==> src/hdl/bias_dac_defs.svh <==
/*
 * Offsets, field positions and reset values of the bias converter register block.
 * Assumes byte addressing on a 32-bit APB bus, one aligned word per register.
 */
`ifndef BIAS_DAC_DEFS_SVH
`define BIAS_DAC_DEFS_SVH

`define DAC_INPUT_CODE_OFFSET 12'h000
`define DAC_ENABLE_CONFIG_OFFSET 12'h004
`define DAC_CODE_RESET 8'h00
`define DAC_ENABLE_RESET 2'h0
`define DAC_CONV_ENABLE_BIT 0
`define DAC_AMP_ENABLE_BIT 1

`endif

==> src/hdl/bias_dac_pkg.sv <==
/*
 * Types shared by the bias converter register block.
 * Assumes the constants header is included where offsets are needed.
 */
package bias_dac_pkg;
   typedef struct packed {
      logic amp_on;
      logic conv_on;
   } enable_type;

   typedef struct packed {
      logic [7:0] code;
      enable_type enable;
   } dac_ctrl_type;
endpackage : bias_dac_pkg

==> src/hdl/bias_dac_control_registers.sv <==
/*
 * APB register block driving an 8-bit bias converter and its output amplifier.
 * Assumes an APB master on pclk; analog blocks sit outside and take the ctrl outputs.
 */
// Notes on behaviour
// - exactly two registers: code and enables
// - 8-bit rw code drives the converter
// - config bit 1 switches amplifier
// - config bit 0 switches converter independently
// - control block serves reads, writes, configuration
`timescale 1ns/100ps
`default_nettype none
`include "bias_dac_defs.svh"

module bias_dac_control_registers #(
   parameter int ADDR_WIDTH = 12
) (
   input wire logic pclk,
   input wire logic presetn,
   input wire logic psel,
   input wire logic penable,
   input wire logic pwrite,
   input wire logic [ADDR_WIDTH-1:0] paddr,
   input wire logic [31:0] pwdata,
   input wire logic [3:0] pstrb,
   output logic [31:0] prdata,
   output logic pready,
   output logic pslverr,
   output bias_dac_pkg::dac_ctrl_type dac_ctrl
);

   // limitations: code and enables change at the edge where pready rises, a cycle before completion,
   // so the analog side may start settling while the bus cycle is open.
   // only byte lane 0 gates writes; lanes 1 to 3 carry nothing stored.
   // unmapped offsets answer with pslverr and leave both registers alone.

   // bus timing, cycle by cycle:
   //   setup edge   - psel high, penable low; write lands in the registers
   //   access cycle - pready, pslverr and read data stand for one cycle
   //   next edge    - master completes and may start the next setup
   // a fixed zero-wait response keeps the slave free of any counter state.

   // value both registers take on system reset
   localparam bias_dac_pkg::dac_ctrl_type CTRL_RESET =
      {`DAC_CODE_RESET, `DAC_ENABLE_RESET};

   // stored state: conversion code and the two enables
   bias_dac_pkg::dac_ctrl_type ctrl_reg;
   bias_dac_pkg::dac_ctrl_type ctrl_next;

   // bus response state; all three leave the block from flops
   logic [31:0] prdata_reg;
   logic [31:0] prdata_next;
   logic pslverr_reg;
   logic pslverr_next;
   logic pready_reg;
   logic pready_next;

   // qualifiers of the current bus cycle
   logic setup;
   logic write_setup;
   logic read_setup;
   logic byte0_en;
   logic hit_code;
   logic hit_cfg;
   logic hit_any;

   // decode helpers are shared by the write path and the read path,
   // so both always agree on which word an address selects

   // true when the word address selects the conversion code
   function automatic logic is_code_addr(
      input logic [ADDR_WIDTH-1:0] addr
   );
      logic hit;
      hit = (addr == ADDR_WIDTH'(`DAC_INPUT_CODE_OFFSET));
      return hit;
   endfunction : is_code_addr

   // true when the word address selects the enable configuration
   function automatic logic is_cfg_addr(
      input logic [ADDR_WIDTH-1:0] addr
   );
      logic hit;
      hit = (addr == ADDR_WIDTH'(`DAC_ENABLE_CONFIG_OFFSET));
      return hit;
   endfunction : is_cfg_addr

   // exactly two words answer; everything else is an error
   function automatic logic is_mapped(
      input logic [ADDR_WIDTH-1:0] addr
   );
      logic hit;
      hit = is_code_addr(addr) || is_cfg_addr(addr);
      return hit;
   endfunction : is_mapped

   // only the low byte lane holds stored bits
   function automatic logic lane0_written(
      input logic [3:0] strb
   );
      logic lane;
      lane = strb[0];
      return lane;
   endfunction : lane0_written

   // new enables from a written word; upper bits are dropped
   function automatic bias_dac_pkg::enable_type merge_enable(
      input logic [31:0] wdata
   );
      bias_dac_pkg::enable_type en;
      en.amp_on = wdata[`DAC_AMP_ENABLE_BIT];
      en.conv_on = wdata[`DAC_CONV_ENABLE_BIT];
      return en;
   endfunction : merge_enable

   // read word of the conversion code
   function automatic logic [31:0] code_word(
      input bias_dac_pkg::dac_ctrl_type ctrl
   );
      logic [31:0] word;
      word = {24'h00_0000, ctrl.code};
      return word;
   endfunction : code_word

   // read word of the enables; bits 7..2 are not stored, so read zero
   function automatic logic [31:0] cfg_word(
      input bias_dac_pkg::dac_ctrl_type ctrl
   );
      logic [31:0] word;
      word = {30'h0000_0000, ctrl.enable};
      return word;
   endfunction : cfg_word

   // read value of one word
   function automatic logic [31:0] read_word(
      input logic [ADDR_WIDTH-1:0] addr,
      input bias_dac_pkg::dac_ctrl_type ctrl
   );
      logic [31:0] word;
      word = 32'h0000_0000;
      if (is_code_addr(addr)) begin
         word = code_word(ctrl);
      end else if (is_cfg_addr(addr)) begin
         word = cfg_word(ctrl);
      end else begin
         word = 32'h0000_0000;
      end
      return word;
   endfunction : read_word

   // zero-wait slave: the answer stands in the access cycle after setup
   assign setup = psel && !penable;
   assign write_setup = setup && pwrite;
   assign read_setup = setup && !pwrite;
   // a write to a mapped word without the low byte lane is ignored, with no error
   assign byte0_en = lane0_written(pstrb);
   assign hit_code = is_code_addr(paddr);
   assign hit_cfg = is_cfg_addr(paddr);
   assign hit_any = is_mapped(paddr);

   // control group: next code and enables
   always_comb begin
      ctrl_next = ctrl_reg;
      if (write_setup && byte0_en) begin
         if (hit_code) begin
            ctrl_next.code = pwdata[7:0];
         end else if (hit_cfg) begin
            ctrl_next.enable = merge_enable(pwdata);
         end else begin
            ctrl_next = ctrl_reg;
         end
      end
   end

   // write commits at the setup edge, one cycle ahead of completion;
   // the converter sees the new code while the access phase still runs
   always_ff @(posedge pclk or negedge presetn) begin
      if (!presetn) begin
         ctrl_reg <= CTRL_RESET;
      end else begin
         ctrl_reg <= ctrl_next;
      end
   end

   // response group: ready, error and read data for the access cycle
   always_comb begin
      pready_next = setup;
      pslverr_next = 1'b0;
      prdata_next = 32'h0000_0000;
      if (setup) begin
         if (!hit_any) begin
            pslverr_next = 1'b1;
         end else if (read_setup) begin
            prdata_next = read_word(paddr, ctrl_reg);
         end else begin
            // write cycles return zero so stale data never leaks
            prdata_next = 32'h0000_0000;
         end
      end
   end

   // read data outside the access cycle is zero, never a stale word
   always_ff @(posedge pclk or negedge presetn) begin
      if (!presetn) begin
         prdata_reg <= 32'h0000_0000;
         pslverr_reg <= 1'b0;
         pready_reg <= 1'b0;
      end else begin
         prdata_reg <= prdata_next;
         pslverr_reg <= pslverr_next;
         pready_reg <= pready_next;
      end
   end

   assign prdata = prdata_reg;
   assign pslverr = pslverr_reg;
   assign pready = pready_reg;
   assign dac_ctrl = ctrl_reg;

endmodule : bias_dac_control_registers
`default_nettype wire

==> config.mk <==
export PLATFORM = sky130hd
export DESIGN_NAME = bias_dac_control_registers
export DESIGN_NICKNAME = d
export VERILOG_FILES = /design/src/hdl/bias_dac_pkg.sv /design/src/hdl/bias_dac_control_registers.sv
export VERILOG_INCLUDE_DIRS = /design/src /design/src/hdl
export SDC_FILE = /design/constraint.sdc
export NUM_CORES = 1
export LEC_CHECK = 0
export ABC_AREA = 0
export BUFFER_PORTS_ARGS = -buffer_cell sky130_fd_sc_hd__buf_4
export CAP_MARGIN = 25
export CORE_UTILIZATION = 30
export CTS_CLUSTER_DIAMETER = 120
export CTS_CLUSTER_SIZE = 20
export DETAILED_ROUTE_END_ITERATION = 10
export PLACE_DENSITY = 0.67
export SYNTH_ARGS = -nofsm -noshare
export SYNTH_HDL_FRONTEND = slang
export SYNTH_SLANG_ARGS = --single-unit
==> constraint.sdc <==
create_clock -name pclk -period 1.9 [get_ports pclk]
set_clock_uncertainty 0.1 [all_clocks]
set_input_delay 0.285 -clock pclk [delete_from_list [all_inputs] [get_ports pclk]]
set_output_delay 0.285 -clock pclk [all_outputs]
set_load 0.03 [all_outputs]
## Word level (Yosys, flattened, before mapping)

Cells that the tools add are included.

- Register bits after elaboration: 44
- Input port bits: 53
- Output and inout port bits: 44
- Logic and storage cells: 25

- Equality and inequality tests: 1
- Multiplexer cells: 7
- Bitwise logic cells: 1
- Reductions and logical operators: 10

Operators with widths:

| kind | number |
|---|---|
| 32-bit 2-to-1 mux | 3 |
| 12-bit by 3-bit == test with 1-bit output (second input constant) | 1 |
| 12-bit zero test | 1 |
| 8-bit 2-to-1 mux | 1 |
| 1-bit logical AND | 4 |
| 3-bit AND reduction | 1 |
| 1-bit zero test | 2 |
| 1-bit 2-to-1 mux | 2 |
| 2-bit 2-to-1 mux | 1 |
| 2-bit AND reduction | 1 |
| 1-bit logical OR | 1 |
| 1-bit NOT | 1 |

## Depth between registers and ports, before layout

- Depth in word-level cells: 6
- Mapped depth: 4
- Depth with buffers taken out: 3

## Least setup slack after synthesis

No wires, ideal clock.

- Path type: input -> register
- Start: input port paddr[9]
- End: register ctrl_reg, in the netlist dac_ctrl[2]
- Library setup time: 125 ps
- Arrival: 1695 ps
- Required time: 1675 ps
- Path slack: -20 ps
- Stages: 3
- Buffers on the path: 0
- Cell sequence: or4_4 -> nor4_4 -> mux2_2

- Longest elaborated chain between the ends: 2

Ends and longest elaborated chain:

| element | RTL line | RTL |
|---|---|---|
| from (decl) | bias_dac_control_registers.sv:23 | `input wire logic [ADDR_WIDTH-1:0] paddr,` |
| 12-bit zero test | bias_dac_control_registers.sv:76 | `` hit = (addr == ADDR_WIDTH'(`DAC_INPUT_CODE_OFFSET)); `` |
| 2-bit AND reduction (no line) | n/a |  |
| to (signal assigned) | bias_dac_control_registers.sv:182 | `ctrl_reg <= ctrl_next;` |
| to (decl) | bias_dac_control_registers.sv:48 | `bias_dac_pkg::dac_ctrl_type ctrl_reg;` |

No other way between the ends.
A chain may end at the register's enable or synchronous reset.

## Worst setup path after layout

- Start: input port paddr[9]
- End: register prdata_reg[7] (netlist: prdata[7])

- Longest elaborated chain between the ends: 5
- Elaborated cells on any way between the ends: 7
- Classes of those cells: eq/ne (1); mux (4); reduce/logical (2)

Ends and longest elaborated chain:

| element | RTL line | RTL |
|---|---|---|
| 12-bit zero test | bias_dac_control_registers.sv:76 |  |
| 8-bit 2-to-1 mux | bias_dac_control_registers.sv:142 | `if (is_code_addr(addr)) begin` |
| 32-bit 2-to-1 mux | bias_dac_control_registers.sv:194 | `end else if (read_setup) begin` |
| 32-bit 2-to-1 mux (*) | bias_dac_control_registers.sv:192 | `if (!hit_any) begin` |
| 32-bit 2-to-1 mux (*) | bias_dac_control_registers.sv:191 | `if (setup) begin` |
| net prdata_next[7] | bias_dac_control_registers.sv:53 | `logic [31:0] prdata_next;` |
| to (signal assigned) | bias_dac_control_registers.sv:210 | `prdata_reg <= prdata_next;` |
| to (decl) | bias_dac_control_registers.sv:52 | `logic [31:0] prdata_reg;` |

Mark *: on every way through the listed nets, which the timed path passes. The rest lies on a longest branch.

==> run summary <==
Crit-path leading delay family: simple AND/OR/NAND/NOR gates
Placed cell count: 172
IO buf count: 45
Die height: 61.2 um
Routability Congestion: 0.714
CP Data Required Time: 2020 ps
Period utilization: 92.7%
Peak supply drop: 0.000219 V
Max reg flops: 10
Iter 0 DRT Violations: 16
TritonCTS buffer count: 3
GRT busiest layer: met2
Die area: 3740 um^2
Postcts setup bufs: 0
Unique masters post-synth: 17
Hold endpoint: pready$_DFF_PN0_
Startpoint Class: input pin
Cell Pwr Density: 637 nW/um^2
Initial Util: 31.5%
# H-tree levels: 1
Timing startpoint of the critical path: paddr[9]
Crit path DAT: 1880 ps
Reg2Reg Setup Slack: 1010 ps
Vias/cell: 4.05
Max incr delay on CP: 570 ps
Leakage: 0.739 nW
Site Rows: 21
Syn Area/Cell: 13.1 um^2
Max Cap Viol: 0
Nets: 185
Pin count of the biggest net entering global routing: 21
FF+latch count, synth: 20
I/O pins: 97
Final min period: 1760 ps
Clock Latency Late Sink: 290 ps
Register area share after synthesis: 47.6%
Yosys warning total: 0
Met1 global-route usage: 13.6%
Dpl hpwl: 1610 um
CTS tree: done
First drt pass iteration count: 4
Fin cells: 177
Crit path capture type: flop
Via count: 717
Final ANT Viol Nets: 0
Antenna Cells: 0
Max clock buf depth: 2
Critical Path, Cell by Cell: buf_4 > or4_4 > or4b_1 > buf_4 > nor3b_2
Most frequent CP cell: buf_4
R2R Path End: dac_ctrl[3]$_DFFE_PN0P_
Tot Pwr: 0.906 mW
Area Growth Syn to Fin: 35.4%
Setup violators final: 0
Reg2reg start: dac_ctrl[3]$_DFFE_PN0P_
Critical-path top delay cell: or4_4
Mapped Area: 1050 um^2
Hold_ws: 66.7 ps
Register-to-Register Path Depth: 1
Post-Syn Instances: 80
All-Layer GR Usage: 11.5%
Met2 Use GR: 19.9%
Post-detailed-route DRC marker count: 0
First-pass GRT wire length: 3090 um
HP Class: input pin to flop
Fmax: 568 MHz
Share of layout cells above drive strength 1: 55.7%
Die X: 61.2 um
Core area: 3340 um^2
Status: completed
WL/cell: 10.9 um
Met3 Use GR: 3.36%
Worst Path Max Fanout: 8
Worst hold path cell count: 2
Unrepaired setup endpoints after global routing: no
WS Path Type: input pin to flop
Post-Route WL: 1920 um
WP buf/inv: 2
Clk slew on worst S/H paths: 100 ps
Fin. max-slew vios: 0
Vias in the first global route: 679
GRT overflow: 0
Clk sinks: 20
Final hold vios: 0
Initial antenna violation count: 0
Hold_sp: penable
Clock Tree Root: clkbuf_4
==> final cells by class <==
class / count / area (um^2)
fill: 312 / 1910
sequential: 20 / 500
multi-input combinational: 57 / 434
timing repair buffer: 50 / 378
tap: 46 / 57.6
clock inverter: 1 / 30.0
clock buffer: 3 / 22.5
==> report_power, final <==
part	switching, mW	total [mW]	internal [mW]	leakage [nW]
combinational	0.0946	0.140	0.0455	0.434
clock	0.124	0.337	0.213	0.0279
sequential	0.000654	0.428	0.428	0.277
total	0.219	0.906	0.686	0.739
==> per-stage QoR <==
| stage | setup TNS [ps] | setup slack, ps | utilization, % | cell area [um^2] |
|---|---|---|---|---|
| global route | 0 | 133 | 42.6 | 1420 |
| finish | 0 | 139 | 42.6 | 1420 |
| CTS | 0 | 152 | 42.6 | 1420 |
| global placement | -2000 | -136 | 40.8 | 1360 |
| floorplan | -162 | -20.2 | - | 1140 |
| detailed placement | -2210 | -172 | 40.8 | 1360 |
==> placed cells by master (no fill, tap or decap) <==
master | synthesis | routed
buf_4 | 24 | 49
bufinv_16 | 0 | 1
clkbuf_4 | 0 | 3
conb_1 | 1 | 24
dfrtp_1 | 20 | 20
dlygate4sd3_1 | 0 | 1
mux2_2 | 10 | 10
mux2i_1 | 2 | 2
nand4bb_1 | 1 | 1
nor2_1 | 3 | 3
nor2b_1 | 1 | 1
nor3b_2 | 6 | 6
nor4_1 | 1 | 1
nor4_4 | 1 | 1
o31a_2 | 1 | 1
or3_1 | 1 | 1
or4_4 | 2 | 2
or4b_1 | 3 | 3
or4bb_1 | 1 | 1
==> worst max-delay path by stage <==
stage,end,cells past startpoint
global route,prdata[5]$_DFF_PN0_,5
finish,prdata[7]$_DFF_PN0_,5
global placement,prdata[7]$_DFF_PN0_,5
floorplan,dac_ctrl[2]$_DFFE_PN0P_,3
CTS,prdata[5]$_DFF_PN0_,5
detailed placement,prdata[5]$_DFF_PN0_,5
==> synth_stat cells (all sizes together) <==
master,n,area (um^2)
nor3b,6,75.1
dfrtp,20,500
or4b,3,30.0
nor2b,1,6.26
mux2,10,113
or4bb,1,11.3
conb,1,3.75
o31a,1,10.0
nand4bb,1,11.3
or4,2,22.5
or3,1,6.26
mux2i,2,20.0
nor2,3,11.3
buf,26,203
nor4,2,27.5
==> per-layer routing <==
| layer | routed length (um) | up-vias |
|---|---|---|
| met5 | 0 | - |
| met4 | 0 | 0 |
| met3 | 197 | 0 |
| met2 | 969 | 44 |
| met1 | 754 | 339 |
| li1 | - | 334 |
==> repair_timing <==
item / CTS / global route
hold buffers: 1 / 0
gates resized for setup: 0 / 0
hold endpoints to repair: 20 / 0
==> cells by family after synthesis <==
group                  synth area share (%)
and+or+nand+nor                        19.2
other                                 0.357
buffers and inverters                  19.3
AOI/OAI and AO/OA                     0.952
muxes                                  12.6
DFF                                    47.6
Note: power is estimated with default switching activity, not from simulation.
